### config.mk
export PLATFORM = sky130hd
export DESIGN_NAME = kpi_keypad_pin_interrupts
export DESIGN_NICKNAME = d
export VERILOG_FILES = /design/src/logic/kpi_pkg.sv /design/src/logic/kpi_keypad_pin_interrupts.sv
export SDC_FILE = /design/constraint.sdc
export NUM_CORES = 1
export LEC_CHECK = 0
export BUFFER_PORTS_ARGS = -buffer_cell sky130_fd_sc_hd__buf_2
export CORE_MARGIN = 4
export CORE_UTILIZATION = 25
export DETAILED_ROUTE_END_ITERATION = 7
export PLACE_DENSITY_LB_ADDON = 0.15
export SLEW_MARGIN = 20
export SYNTH_ARGS = -nofsm -noshare
export SYNTH_HDL_FRONTEND = slang
export SYNTH_SLANG_ARGS = --single-unit
### constraint.sdc
create_clock -name core_clk -period 2 [get_ports core_clk]
set_clock_uncertainty 0.1 [all_clocks]
set_input_delay 0.3 -clock core_clk [delete_from_list [all_inputs] [get_ports core_clk]]
set_output_delay 0.3 -clock core_clk [all_outputs]
set_load 0.03 [all_outputs]
### src/logic/kpi_pkg.sv
// Purpose: Constants shared by the keypad pin interrupt unit.
// Assumes: APB byte addresses are four times the register index.
// Notes:   Register indices are kept as printed and scaled once here.

package kpi_pkg;

  // ---------------------------------------------------------------
  // Register indices and byte addresses
  // ---------------------------------------------------------------
  localparam logic [11:0] IDX_POLARITY = 12'h09C;
  localparam logic [11:0] IDX_ENABLE   = 12'h09D;
  localparam logic [11:0] IDX_FLAGS    = 12'h09E;
  localparam logic [11:0] IDX_MODE     = 12'h09F;
  localparam logic [11:0] IDX_EVT_STAT = 12'h0A0;
  localparam logic [11:0] IDX_EVT_MASK = 12'h0A1;

  localparam logic [11:0] ADDR_POLARITY = {IDX_POLARITY[9:0], 2'b00};
  localparam logic [11:0] ADDR_ENABLE   = {IDX_ENABLE[9:0], 2'b00};
  localparam logic [11:0] ADDR_FLAGS    = {IDX_FLAGS[9:0], 2'b00};
  localparam logic [11:0] ADDR_MODE     = {IDX_MODE[9:0], 2'b00};
  localparam logic [11:0] ADDR_EVT_STAT = {IDX_EVT_STAT[9:0], 2'b00};
  localparam logic [11:0] ADDR_EVT_MASK = {IDX_EVT_MASK[9:0], 2'b00};

  // ---------------------------------------------------------------
  // Widths and reset values
  // ---------------------------------------------------------------
  localparam int          PIN_COUNT = 8;
  localparam int          ADDR_W    = 12;
  localparam logic [7:0]  REG_RESET = 8'h00;
  localparam logic [31:0] RD_ZERO   = 32'h0000_0000;

  // Field meaning of a mode bit and a polarity bit.
  localparam logic MODE_LEVEL = 1'b0;
  localparam logic MODE_EDGE  = 1'b1;
  localparam logic POL_LOW    = 1'b0;
  localparam logic POL_HIGH   = 1'b1;

endpackage

### src/logic/kpi_keypad_pin_interrupts.sv
// Purpose: Eight-pin keypad and general-purpose interrupt unit, APB slave.
// Assumes: Pin inputs are synchronous to core_clk; rst is synchronous.
// Notes:   Detection is never gated by idle or power-down, so a pending
//          wake condition is seen with the core otherwise asleep.
//
// Added by the designer: register access over APB.

`timescale 1ns/1ps

// Notes on behaviour
// RULE1: Eight pins are separate sources sharing one interrupt request.
// RULE2: A pin raises its flag only while its enable bit is one.
// RULE3: Mode bit zero selects level detection, one selects edge detection.
// RULE4: Polarity zero means low or falling, one means high or rising.
// RULE5: All eight pins are sampled on every clock.
// RULE6: Level detection needs the selected level in two consecutive samples.
// RULE7: Edge detection fires when a sample has the selected level and the last one did not.
// RULE8: A detected condition sets the pin flag until software clears it.
// RULE9: Reading the flag register clears nothing.
// RULE10: Software can clear one flag or all flags, others stay pending.
// RULE11: Writing one to a flag sets it as though hardware had.
// RULE12: Any enabled condition wakes the device from idle or power-down.
// RULE13: Pin detection stays running during power-down.
// RULE14: Reset clears all four keypad registers to zero.
// RULE15: Shared request is high while any flag is set.
module kpi_keypad_pin_interrupts #(
  parameter int NUM_PINS = kpi_pkg::PIN_COUNT
) (
  input  wire logic                        core_clk,
  input  wire logic                        rst,
  input  wire logic                        psel,
  input  wire logic                        penable,
  input  wire logic                        pwrite,
  input  wire logic [kpi_pkg::ADDR_W-1:0]  paddr,
  input  wire logic [31:0]                 pwdata,
  input  wire logic [3:0]                  pstrb,
  output logic      [31:0]                 prdata,
  output logic                             pready,
  output logic                             pslverr,
  input  wire logic [NUM_PINS-1:0]         keyboard_port_pin,
  input  wire logic                        idle_i,
  input  wire logic                        power_down_i,
  output logic                             key_irq_o,
  output logic                             evt_irq_o,
  output logic                             wake_o
);

  // ---------------------------------------------------------------
  // Registers
  // ---------------------------------------------------------------
  logic [NUM_PINS-1:0] key_polarity_select_q;
  logic [NUM_PINS-1:0] key_irq_enable_q;
  logic [NUM_PINS-1:0] key_irq_flags_q;
  logic [NUM_PINS-1:0] key_trigger_mode_q;
  logic [NUM_PINS-1:0] evt_status_q;
  logic [NUM_PINS-1:0] evt_mask_q;
  logic [NUM_PINS-1:0] sample_q;
  logic [NUM_PINS-1:0] prev_q;
  logic [31:0]         prdata_q;
  logic                pslverr_q;
  logic                wake_q;

  logic [NUM_PINS-1:0] key_irq_flags_d;
  logic [NUM_PINS-1:0] evt_status_d;
  logic                wake_d;

  // ---------------------------------------------------------------
  // APB decode
  // ---------------------------------------------------------------
  wire logic setup_w  = psel & ~penable;
  wire logic access_w = psel & penable;
  wire logic wr_w     = access_w & pwrite & pstrb[0];

  wire logic hit_pol_w  = (paddr == kpi_pkg::ADDR_POLARITY);
  wire logic hit_en_w   = (paddr == kpi_pkg::ADDR_ENABLE);
  wire logic hit_flag_w = (paddr == kpi_pkg::ADDR_FLAGS);
  wire logic hit_mode_w = (paddr == kpi_pkg::ADDR_MODE);
  wire logic hit_stat_w = (paddr == kpi_pkg::ADDR_EVT_STAT);
  wire logic hit_mask_w = (paddr == kpi_pkg::ADDR_EVT_MASK);
  wire logic mapped_w   = hit_pol_w | hit_en_w | hit_flag_w |
                          hit_mode_w | hit_stat_w | hit_mask_w;

  wire logic wr_pol_w  = wr_w & hit_pol_w;
  wire logic wr_en_w   = wr_w & hit_en_w;
  wire logic wr_flag_w = wr_w & hit_flag_w;
  wire logic wr_mode_w = wr_w & hit_mode_w;
  wire logic wr_stat_w = wr_w & hit_stat_w;
  wire logic wr_mask_w = wr_w & hit_mask_w;

  wire logic [NUM_PINS-1:0] wdata_w = pwdata[NUM_PINS-1:0];

  // Read data is captured in the setup cycle so that the access phase
  // completes at once; the flags may move by one cycle meanwhile.
  logic [NUM_PINS-1:0] rd_sel_w;
  always_comb begin
    if (hit_pol_w) begin
      rd_sel_w = key_polarity_select_q;
    end else if (hit_en_w) begin
      rd_sel_w = key_irq_enable_q;
    end else if (hit_flag_w) begin
      rd_sel_w = key_irq_flags_q; // RULE9
    end else if (hit_mode_w) begin
      rd_sel_w = key_trigger_mode_q;
    end else if (hit_stat_w) begin
      rd_sel_w = evt_status_q;
    end else if (hit_mask_w) begin
      rd_sel_w = evt_mask_q;
    end else begin
      rd_sel_w = '0;
    end
  end

  wire logic [31:0] rd_word_w = {{(32-NUM_PINS){1'b0}}, rd_sel_w};

  assign pready  = 1'b1;
  assign prdata  = prdata_q;
  assign pslverr = pslverr_q;

  always_ff @(posedge core_clk) begin
    if (rst) begin
      prdata_q  <= kpi_pkg::RD_ZERO;
      pslverr_q <= 1'b0;
    end else if (setup_w) begin
      prdata_q  <= rd_word_w;
      pslverr_q <= ~mapped_w;
    end
  end

  // ---------------------------------------------------------------
  // Pin sampling and detection
  // ---------------------------------------------------------------
  always_ff @(posedge core_clk) begin
    if (rst) begin
      sample_q <= '0;
      prev_q   <= '0;
    end else begin
      sample_q <= keyboard_port_pin; // RULE5 RULE13
      prev_q   <= sample_q;
    end
  end

  // A bit is one where the sample equals the selected polarity.
  wire logic [NUM_PINS-1:0] now_match_w  =
    ~(sample_q ^ key_polarity_select_q); // RULE4
  wire logic [NUM_PINS-1:0] prev_match_w =
    ~(prev_q ^ key_polarity_select_q);

  wire logic [NUM_PINS-1:0] level_cond_w =
    now_match_w & prev_match_w; // RULE6
  wire logic [NUM_PINS-1:0] edge_cond_w  =
    now_match_w & ~prev_match_w; // RULE7

  wire logic [NUM_PINS-1:0] level_hit_w =
    level_cond_w & ~key_trigger_mode_q & key_irq_enable_q; // RULE3 RULE2
  wire logic [NUM_PINS-1:0] edge_hit_w  =
    edge_cond_w & key_trigger_mode_q & key_irq_enable_q; // RULE3 RULE2
  wire logic [NUM_PINS-1:0] hit_w = level_hit_w | edge_hit_w;

  // ---------------------------------------------------------------
  // Flags, event status and wake
  // ---------------------------------------------------------------
  // A write stores the value, so ones set and zeros clear; a detection in
  // the same cycle still wins over a clearing zero.
  always_comb begin
    key_irq_flags_d = key_irq_flags_q;
    if (wr_flag_w) begin
      key_irq_flags_d = wdata_w; // RULE10 RULE11
    end
    key_irq_flags_d = key_irq_flags_d | hit_w; // RULE8
  end

  always_comb begin
    evt_status_d = evt_status_q;
    if (wr_stat_w) begin
      evt_status_d = evt_status_q & ~wdata_w;
    end
    evt_status_d = evt_status_d | hit_w;
  end

  wire logic asleep_w = idle_i | power_down_i;

  // Wake holds until the core leaves idle or power-down.
  always_comb begin
    wake_d = wake_q & asleep_w;
    if (asleep_w && (|hit_w)) begin
      wake_d = 1'b1; // RULE12
    end
  end

  always_ff @(posedge core_clk) begin
    if (rst) begin
      key_polarity_select_q <= kpi_pkg::REG_RESET[NUM_PINS-1:0]; // RULE14
      key_irq_enable_q      <= kpi_pkg::REG_RESET[NUM_PINS-1:0];
      key_irq_flags_q       <= kpi_pkg::REG_RESET[NUM_PINS-1:0];
      key_trigger_mode_q    <= kpi_pkg::REG_RESET[NUM_PINS-1:0];
    end else begin
      if (wr_pol_w) begin
        key_polarity_select_q <= wdata_w;
      end
      if (wr_en_w) begin
        key_irq_enable_q <= wdata_w;
      end
      if (wr_mode_w) begin
        key_trigger_mode_q <= wdata_w;
      end
      key_irq_flags_q <= key_irq_flags_d;
    end
  end

  always_ff @(posedge core_clk) begin
    if (rst) begin
      evt_status_q <= '0;
      evt_mask_q   <= '0;
      wake_q       <= 1'b0;
    end else begin
      evt_status_q <= evt_status_d;
      wake_q       <= wake_d;
      if (wr_mask_w) begin
        evt_mask_q <= wdata_w;
      end
    end
  end

  assign key_irq_o = |key_irq_flags_q; // RULE1 RULE15
  assign evt_irq_o = |(evt_status_q & evt_mask_q);
  assign wake_o    = wake_q;

  // ---------------------------------------------------------------
  // Assertions
  // ---------------------------------------------------------------
  AST_REQ_FOLLOWS_FLAGS: assert property (  // RULE15
    @(posedge core_clk) disable iff (rst)
    (|hit_w) |=> key_irq_o)
    else $error("shared request did not follow a detection");

  AST_REQ_DROPS: assert property (  // RULE15
    @(posedge core_clk) disable iff (rst)
    (wr_flag_w && pwdata[NUM_PINS-1:0] == '0 && hit_w == '0)
    |=> !key_irq_o)
    else $error("shared request stayed high with all flags clear");

  AST_DISABLED_PIN_SILENT: assert property (  // RULE2
    @(posedge core_clk) disable iff (rst)
    !wr_flag_w |=> ((key_irq_flags_q & ~$past(key_irq_flags_q))
                    & ~$past(key_irq_enable_q)) == '0)
    else $error("a disabled pin raised its flag");

  AST_LEVEL_TWO_SAMPLES: assert property (  // RULE6
    @(posedge core_clk) disable iff (rst)
    (|level_hit_w) |=> (key_irq_flags_q & $past(level_hit_w))
                       == $past(level_hit_w))
    else $error("level held two samples did not set the flags");

  AST_LEVEL_ONE_SAMPLE_QUIET: assert property (  // RULE6
    @(posedge core_clk) disable iff (rst)
    !wr_flag_w |=> (key_irq_flags_q & ~$past(key_irq_flags_q)
                    & $past(~key_trigger_mode_q & ~prev_match_w)) == '0)
    else $error("level seen in one sample set a flag");

  AST_EDGE_NEEDS_CHANGE: assert property (  // RULE7
    @(posedge core_clk) disable iff (rst)
    !wr_flag_w |=> (key_irq_flags_q & ~$past(key_irq_flags_q)
                    & $past(key_trigger_mode_q & ~(sample_q ^ prev_q)))
                   == '0)
    else $error("edge flag set without a change of sample");

  AST_WRONG_POLARITY_QUIET: assert property (  // RULE4
    @(posedge core_clk) disable iff (rst)
    !wr_flag_w |=> (key_irq_flags_q & ~$past(key_irq_flags_q)
                    & $past(sample_q ^ key_polarity_select_q)) == '0)
    else $error("flag set by the unselected polarity");

  AST_EDGE_SETS_FLAG: assert property (  // RULE7
    @(posedge core_clk) disable iff (rst)
    (|edge_hit_w) |=> (key_irq_flags_q & $past(edge_hit_w))
                      == $past(edge_hit_w))
    else $error("detected edge did not set its flag");

  AST_FLAG_STICKY: assert property (  // RULE8
    @(posedge core_clk) disable iff (rst)
    !wr_flag_w |=> (key_irq_flags_q & $past(key_irq_flags_q))
                   == $past(key_irq_flags_q))
    else $error("a flag fell without a software write");

  AST_READ_KEEPS_FLAGS: assert property (  // RULE9
    @(posedge core_clk) disable iff (rst)
    (access_w && !pwrite && hit_flag_w)
    |=> (key_irq_flags_q & $past(key_irq_flags_q))
        == $past(key_irq_flags_q))
    else $error("reading the flags cleared one");

  AST_WRITE_CLEARS: assert property (  // RULE10
    @(posedge core_clk) disable iff (rst)
    (wr_flag_w && hit_w == '0)
    |=> key_irq_flags_q == $past(pwdata[NUM_PINS-1:0]))
    else $error("flag write did not leave the written pattern");

  AST_WRITE_ONE_SETS: assert property (  // RULE11
    @(posedge core_clk) disable iff (rst)
    wr_flag_w |=> (key_irq_flags_q & $past(pwdata[NUM_PINS-1:0]))
                  == $past(pwdata[NUM_PINS-1:0]))
    else $error("writing one did not set the flag");

  AST_RESET_ZERO: assert property (  // RULE14
    @(posedge core_clk)
    rst |=> (key_polarity_select_q == '0 && key_irq_enable_q == '0
             && key_irq_flags_q == '0 && key_trigger_mode_q == '0))
    else $error("keypad registers not zero after reset");

  AST_WAKE_ON_HIT: assert property (  // RULE12
    @(posedge core_clk) disable iff (rst)
    (power_down_i && (|hit_w)) ##1 power_down_i |-> wake_o)
    else $error("enabled condition in power-down did not wake");

  AST_IDLE_WAKE: assert property (  // RULE12
    @(posedge core_clk) disable iff (rst)
    (idle_i && (|hit_w)) |=> wake_o)
    else $error("enabled condition in idle did not wake");

  AST_WAKE_HOLDS: assert property (  // RULE12
    @(posedge core_clk) disable iff (rst)
    (wake_o && asleep_w) |=> wake_o)
    else $error("wake fell while the core still slept");

  AST_WAKE_FALLS: assert property (  // RULE12
    @(posedge core_clk) disable iff (rst)
    !asleep_w |=> !wake_o)
    else $error("wake stayed high with the core awake");

  AST_EVT_STICKY: assert property (  // RULE8
    @(posedge core_clk) disable iff (rst)
    !wr_stat_w |=> (evt_status_q & $past(evt_status_q))
                   == $past(evt_status_q))
    else $error("an event status bit fell without a write");

  // ---------------------------------------------------------------
  // Bus assertions
  // ---------------------------------------------------------------
  // The slave never stalls, so a master never waits; unmapped addresses still get an error.
  AST_PREADY_HIGH: assert property (
    @(posedge core_clk) disable iff (rst)
    pready)
    else $error("ready fell");

  AST_UNMAPPED_ERR: assert property (
    @(posedge core_clk) disable iff (rst)
    (setup_w && !mapped_w) |=> pslverr)
    else $error("unmapped access gave no error");

  AST_MAPPED_OK: assert property (
    @(posedge core_clk) disable iff (rst)
    (setup_w && mapped_w) |=> !pslverr)
    else $error("mapped access gave an error");

  AST_UPPER_ZERO: assert property (
    @(posedge core_clk) disable iff (rst)
    prdata[31:NUM_PINS] == '0)
    else $error("read data upper bits not zero");

  AST_RD_FLAGS: assert property (  // RULE9
    @(posedge core_clk) disable iff (rst)
    (setup_w && hit_flag_w)
    |=> prdata[NUM_PINS-1:0] == $past(key_irq_flags_q))
    else $error("flag read returned the wrong pattern");

  AST_STRB_OFF_IGNORED: assert property (  // RULE2
    @(posedge core_clk) disable iff (rst)
    (access_w && pwrite && !pstrb[0] && hit_en_w)
    |=> $stable(key_irq_enable_q))
    else $error("write without low strobe changed the enables");

endmodule // kpi_keypad_pin_interrupts

==> impl_results.md, run 1 <==
- Outcome: finished, final reports clean
- Worst setup EP type: register
- DRT antenna net count: 0
- Sequential power share: 0.427
- WP data required: 2130 ps
- Switch Pwr: 856 uW
- Seq cells post-synth: 74
- WHS: between 60 and 70 ps
- Comb power frac: 0.093
- R2R Setup Slk: between 300 and 400 ps
- Clk network pwr share: 0.480
- Hold Violations, Final: 0
- FF-to-FF path depth: 5
- Distinct cells, synth: 48
- Yosys warning total: 0
- All-layer global routing usage: 0.139
- Cell count after placement: around 670
- Router iterations before antenna repair: 6
- Routed wire length: about 12000 um
- Tmin final: 1890 ps
- Critical Path AT: 2010 ps
- Largest net degree at the start of global routing: 27
- Vias in the first global route: roughly 3200
- Worst Hold Class: in -> reg
- Slew headroom: 0.654
- TritonCTS Sinks: 74
- TritonCTS clock tree: yes
- Core footprint: about 0.015 mm2
- Commonest non-fill, non-tap cell in the layout: dfxtp_1
- P&R area growth vs syn: 27.2%
- TNS Setup: 0 ps
- Post-CTS setup buffer count: 0
- Util after Layout: 0.328
- Syn Area/Cell: 9.08 um2
- Share of cells above drive strength 1: 0.259
- Sequential area share after synthesis: 0.391
- Initial antenna violation count: 0
- Gp weighted congestion: 0.901
- Max-Cap Viols: 0
- Post-Syn Area: around 0.0038 mm2
- Vert. Die Dim: 131 um
- Number of I/O port buffers: 47
- Post-CTS Hold Fix Bufs: 0
- Hold path depth: 2
- Crit path kind: in -> reg
- Remaining global-route overflow: 0
- Clk slew on worst S/H paths: around 60 ps
- CTS H-tree depth: 3
- Fmax achieved: 0.530 GHz
- Initial core utilization: 0.258
- Hold endpoint: sample_q[0]
- Vias per std cell: approximately 4.8
- DP HPWL: 9270 um
- Worst hold path startpoint: keyboard_port_pin[0]
- Top FF cell, synth: dfxtp_1
- Final setup vio count: 0
- Fraction of registers with async set/reset: 0
- Overall die width: 131 um
- Gate count of the mapped netlist: around 420
- Cts repair resizes: 0
- Most frequent cells in the layout: 74 x dfxtp_1, 50 x mux2i_1, 47 x buf_2, 47 x buf_4, 34 x nor2_1
- Tot Pwr: between 3 and 4 mW
- Post-layout nets: around 560
- Max-slew violation count: 0
- IO Pins: 100
- Area of the die: 0.0172 mm2
- Rows: 44
- VDD IR max: roughly 0.35 mV
- Clk_lat worst skew: ~350 ps
- Antenna cells: 0
- Crit Reg-Reg Startpoint: key_trigger_mode_q[6]
- Clock root buffer: clkbuf_16
- Total vias in the final route: between 3000 and 4000
- Cell Pwr Density: approximately 730 mW/mm2
- Buffer depth of the longest clock path: 2
- Crit-path max FO: 7
- CTS Buf Count: 9
- First-pass GRT wire length: approximately 18000 um
- Least-Margin Pin Slew: approximately 510 ps
- Power Internal: around 2.7 mW
- Startpoint Class: input port
- DRC: 0
- Tcrit/Tclk final: 0.944
- LEAKAGE: a little under 2 nW
- Initial DRC count: 239
- Sw Ratio: 0.243
- Number of flops mapped to enable cells by yosys: 0
- Fin cells: approximately 700
- Drt wl/cell: 17.3 um
- RSZ-0062 raised after global routing: no
- R2r endpoint: wake_o
[cell families (layout without fill, tap and decap cells)]
group	after synthesis	in the layout	share of synthesized area
XOR/XNOR	8	8	0.0185
AND/OR/NAND/NOR	127	127	0.203
AO/OA/AOI/OAI	95	95	0.164
other	2	25	0.00198
buffers and inverters	62	127	0.0897
multiplexers	50	50	0.132
flip-flops	74	74	0.391
[power by group through the flow]
stage	combinational (mW)	sequential [mW]	clock, mW
global route	0.351	1.51	1.82
CTS	0.326	1.51	1.76
detailed placement	0.325	1.54	0
global placement	0.323	1.54	0
finish	0.327	1.51	1.69
floorplan	0.221	1.55	0
[area by class of cell]
class                           instances  area, um2
Fill cell                            1524       9870
Multi-Input combinational cell        305       2100
Sequential cell                        74       1480
Timing Repair Buffer                   97        648
Clock buffer                           13        270
Tap cell                              184        230
Inverter                               14       52.6
Clock inverter                          3       46.3
[worst max-delay path by stage]
| stage | start | endpoint | slack [ps] | cells after the start |
|---|---|---|---|---|
| 2_1_floorplan | paddr[1] | key_irq_flags_q[7] | -60 | 5 |
| 3_3_place_gp | paddr[5] | prdata[4] | -270 | 6 |
| 3_5_place_dp | paddr[5] | prdata[4] | -280 | 6 |
| 4_1_cts | paddr[5] | prdata[4] | 60 | 6 |
| 5_1_grt | paddr[1] | key_polarity_select_q[0] | 40 | 7 |
| 6_report | paddr[8] | key_irq_enable_q[0] | 110 | 7 |
[registers in the layout (all words and copies together), names as in the netlist]
| name | flops |
|---|---|
| pslverr | 1 |
| key_irq_enable_q | 8 |
| prdata | 8 |
| evt_mask_q | 8 |
| key_irq_flags_q | 8 |
| prev_q | 8 |
| evt_status_q | 8 |
| key_trigger_mode_q | 8 |
| key_polarity_select_q | 8 |
| sample_q | 8 |
| wake_o | 1 |
[Yosys cell counts (4+ instances only)]
library cell | number | area, um2
nor4_1 | 4 | 25.0
dfxtp_1 | 74 | 1480
nand3_1 | 9 | 45.0
nand4_1 | 4 | 25.0
nor3_1 | 5 | 25.0
mux2i_1 | 50 | 500
o221ai_1 | 4 | 35.0
o21a_1 | 5 | 37.5
and3_1 | 4 | 25.0
o21ai_0 | 27 | 135
nor3b_1 | 4 | 30.0
or2_2 | 7 | 43.8
a22oi_1 | 4 | 30.0
xnor2_1 | 8 | 70.1
nor4_4 | 4 | 85.1
inv_1 | 14 | 52.6
o2bb2ai_1 | 4 | 35.0
nand2_1 | 15 | 56.3
or4_1 | 4 | 30.0
a21oi_1 | 29 | 145
nor2_1 | 34 | 128
buf_4 | 26 | 195
buf_1 | 4 | 15.0
nor2b_1 | 17 | 106
a32o_1 | 4 | 40.0
clkbuf_1 | 15 | 56.3
[through the flow]
| stage | setup WS [ps] | area [um2] |
|---|---|---|
| global placement | -274 | 4510 |
| finish | 113 | 4830 |
| global route | 38.2 | 4830 |
| floorplan | -58.4 | 3940 |
| CTS | 64.0 | 4820 |
| detailed placement | -284 | 4510 |
[critical path, cell delays in order]
cell,delay (ps)
buf_2,110
or4b_4,590
buf_4,220
nor4_4,360
buf_12,190
mux2i_1,190
nor2_1,50
[metal layers]
metal / up-vias / track usage / wire [um]
met5: - / 0 / 0
met4: 0 / 0.0607 / 263
met3: 15 / 0.0294 / 568
met2: 89 / 0.224 / 5560
met1: 1555 / 0.180 / 5520
li1: 1628 / - / -
No activity file was read; power rests on OpenSTA's default activity.
==> run 2: changes to the inputs <==
==> constraint.sdc (replaced) <==
create_clock -name core_clk -period 2.4 [get_ports core_clk]
set_clock_uncertainty 0.1 [all_clocks]
set_input_delay 0.36 -clock core_clk [delete_from_list [all_inputs] [get_ports core_clk]]
set_output_delay 0.36 -clock core_clk [all_outputs]
set_load 0.03 [all_outputs]
==> run 2 against run 1 <==
  * Critical path depth did not move
  * Critical endpoint unchanged
  * Worst hold slack improved by 71 ps
  * Clock power fell by 28%
  * Power fell by 23%
  * Die area did not move
  * Worst setup slack improved by 210 ps
  * Sequential power fell by 17%
  * Cell area fell by 4.4%
  * Sequential share of layout area rose by 1.4 points
  * Critical path type unchanged
  * Non-clock buffer count fell by 14
  * Utilization fell by 1.5 points
==> impl_results.md, run 2 (synthesis gave the netlist of run 1 again) <==
- Most frequent cells in the layout: 74 x dfxtp_1, 50 x mux2i_1, 47 x buf_2
- Clk_lat worst skew: 330 ps (-20 ps)
- Tmin final: between 2000 and 2500 ps
- Cell Area, Placed: 0.00435 mm2 (-3.4%)
- Register area: 0.00148 mm2 (unchanged)
- Startpoint Class: input port
- Vias per std cell: 4.82 (+1.3%)
- Overall die width: 131 um (unchanged)
- WHS: 132 ps (+70.6 ps)
- Initial antenna violation count: 0 (unchanged)
- Post-CTS Hold Fix Bufs: 0 (unchanged)
- Remaining global-route overflow: 0 (unchanged)
- Max-Cap Viols: 0 (unchanged)
- Power Internal: 2.01 mW (-25%)
- IO Pins: 100 (unchanged)
- Least-Margin Pin Slew: 596 ps (+81.1 ps)
- Post-layout nets: 550 (-2.5%)
- All-layer global routing usage: 0.137 (-0.00162)
- Vias in the first global route: 3244 (+1.6%)
- Clock root buffer: clkbuf_16
- Sequential power share: 0.461 (+0.034)
- Rows: 44 (unchanged)
- Sw Ratio: 0.261 (+0.0185)
- TritonCTS clock tree: yes
- TNS Setup: 0 ps (unchanged)
- Worst setup EP type: register
- FF-to-FF path depth: 4 (-1)
- Crit-path most repeated cell: buf_4
- CTS Buf Count: 9 (unchanged)
- Antenna cells: 0 (unchanged)
- Commonest non-fill, non-tap cell in the layout: dfxtp_1
- Post-CTS setup buffer count: 0 (unchanged)
- Final setup vio count: 0 (unchanged)
- Crit-path max FO: 6 (-1)
- Critical Path Max Stage Delay: 580 ps (about the same)
- Area of the die: 0.0172 mm2 (unchanged)
- Buffer depth of the longest clock path: 2 (unchanged)
- Vert. Die Dim: 131 um (unchanged)
- Clk slew on worst S/H paths: 60 ps (about the same)
- VDD IR max: 0.221 mV (-37%)
- DRC: 0 (unchanged)
- Hold Violations, Final: 0 (unchanged)
- RSZ-0062 raised after global routing: no
- Drt wl/cell: 17.5 um (+1.2%)
- Cell Pwr Density: 590 mW/mm2 (-19%)
- Worst setup margin: 325 ps (+213 ps)
- Critical Path AT: 2180 ps (+170 ps)
- Multi-input gate area: 0.00206 mm2 (-1.8%)
- Fmax achieved: approximately 0.48 GHz
- TritonCTS Sinks: 74 (unchanged)
- Router iterations before antenna repair: 4 (-2)
- Critical Path, Cell by Cell: buf_2 > or4b_4 > buf_4 > nor4_4 > buf_4 > mux2i_1 > nor2_1
- Number of I/O port buffers: 47 (unchanged)
- Share of cells above drive strength 1: 0.231 (-0.0283)
- Cts repair resizes: 0 (unchanged)
- Slowest cell on the critical path: or4b_4
- First-pass GRT wire length: 18500 um (+1.1%)
- Total vias in the final route: 3252 (-1.1%)
- LEAKAGE: 1.88 nW (-5.0%)
- Util after Layout: 0.314 (-0.0146)
- Hold path depth: 2 (unchanged)
- Outcome: finished, final reports clean
- DRT antenna net count: 0 (unchanged)
- Switch Pwr: 711 uW (-17%)
- Clk network pwr share: 0.444 (-0.036)
- P&R area growth vs syn: 21.6%
- Gp weighted congestion: 0.820 (-9.0%)
- Largest net degree at the start of global routing: 55 (+100%)
- Max-slew violation count: 0 (unchanged)
- Fillers: 1554 (+2.0%)
- DP HPWL: 9070 um (-2.2%)
- Worst Hold Class: in -> reg
- Initial core utilization: 0.258 (unchanged)
- WP data required: 2500 ps (+370 ps)
- Initial DRC count: 266 (+11%)
- Comb power frac: 0.095 (+0.002)
- Routed wire length: 11800 um (-1.1%)
- Tcrit/Tclk final: 0.864
- Slew headroom: 0.603 (-0.0509)
- Crit path kind: in -> reg
- Fin area: 0.00461 mm2 (-4.4%)
- CTS H-tree depth: 3 (unchanged)
- Core footprint: 0.0147 mm2 (unchanged)
- Post-Place Worst Slack: -52.3 ps (+232 ps)
[run 2: per-stage QoR]
step | cells | total power [mW]
global route | 674 | 2.83
global placement | 660 | 1.54
floorplan | 441 | 1.47
CTS | 674 | 2.76
detailed placement | 660 | 1.54
finish | 674 | 2.72
[run 2: power groups by stage]
stage / Combinational [mW] / Clock, mW / Sequential (mW)
final: 0.258 / 1.21 / 1.25
after global routing: 0.281 / 1.29 / 1.26
after floorplan: 0.181 / 0 / 1.29
after detailed placement: 0.258 / 0 / 1.28
after CTS: 0.258 / 1.24 / 1.25
after global placement: 0.256 / 0 / 1.28
[run 2: worst max-delay path, delay by kind of cell]
| kind | cells | cell delay (ps) |
|---|---|---|
| simple gates | 3 | 1120 |
| buf+inv | 3 | 510 |
| mux | 1 | 180 |
[run 2: worst paths after layout]
check,slack [ps],end,startpoint
hold reg to reg,370,prev_q[5],sample_q[5]
setup reg to reg,690,wake_o,key_trigger_mode_q[2]
hold / removal,130,sample_q[5],keyboard_port_pin[5]
setup / recovery,330,key_irq_enable_q[0],paddr[8]
[run 2: area by class of cell]
class / instances / area share
clock buffer: 9 / 0.0488
sequential: 74 / 0.321
multi-input combinational: 305 / 0.446
inverter: 14 / 0.0114
tap: 184 / 0.0499
timing repair buffer: 83 / 0.115
clock inverter: 5 / 0.00733
[run 2: routing by layer]
layer | track usage | part of all wire | up-vias
met1 | 0.186 | 0.47 | 1521
met2 | 0.215 | 0.46 | 105
met5 | 0 | 0 | -
met3 | 0.0241 | 0.052 | 22
li1 | - | - | 1604
met4 | 0.0601 | 0.022 | 0
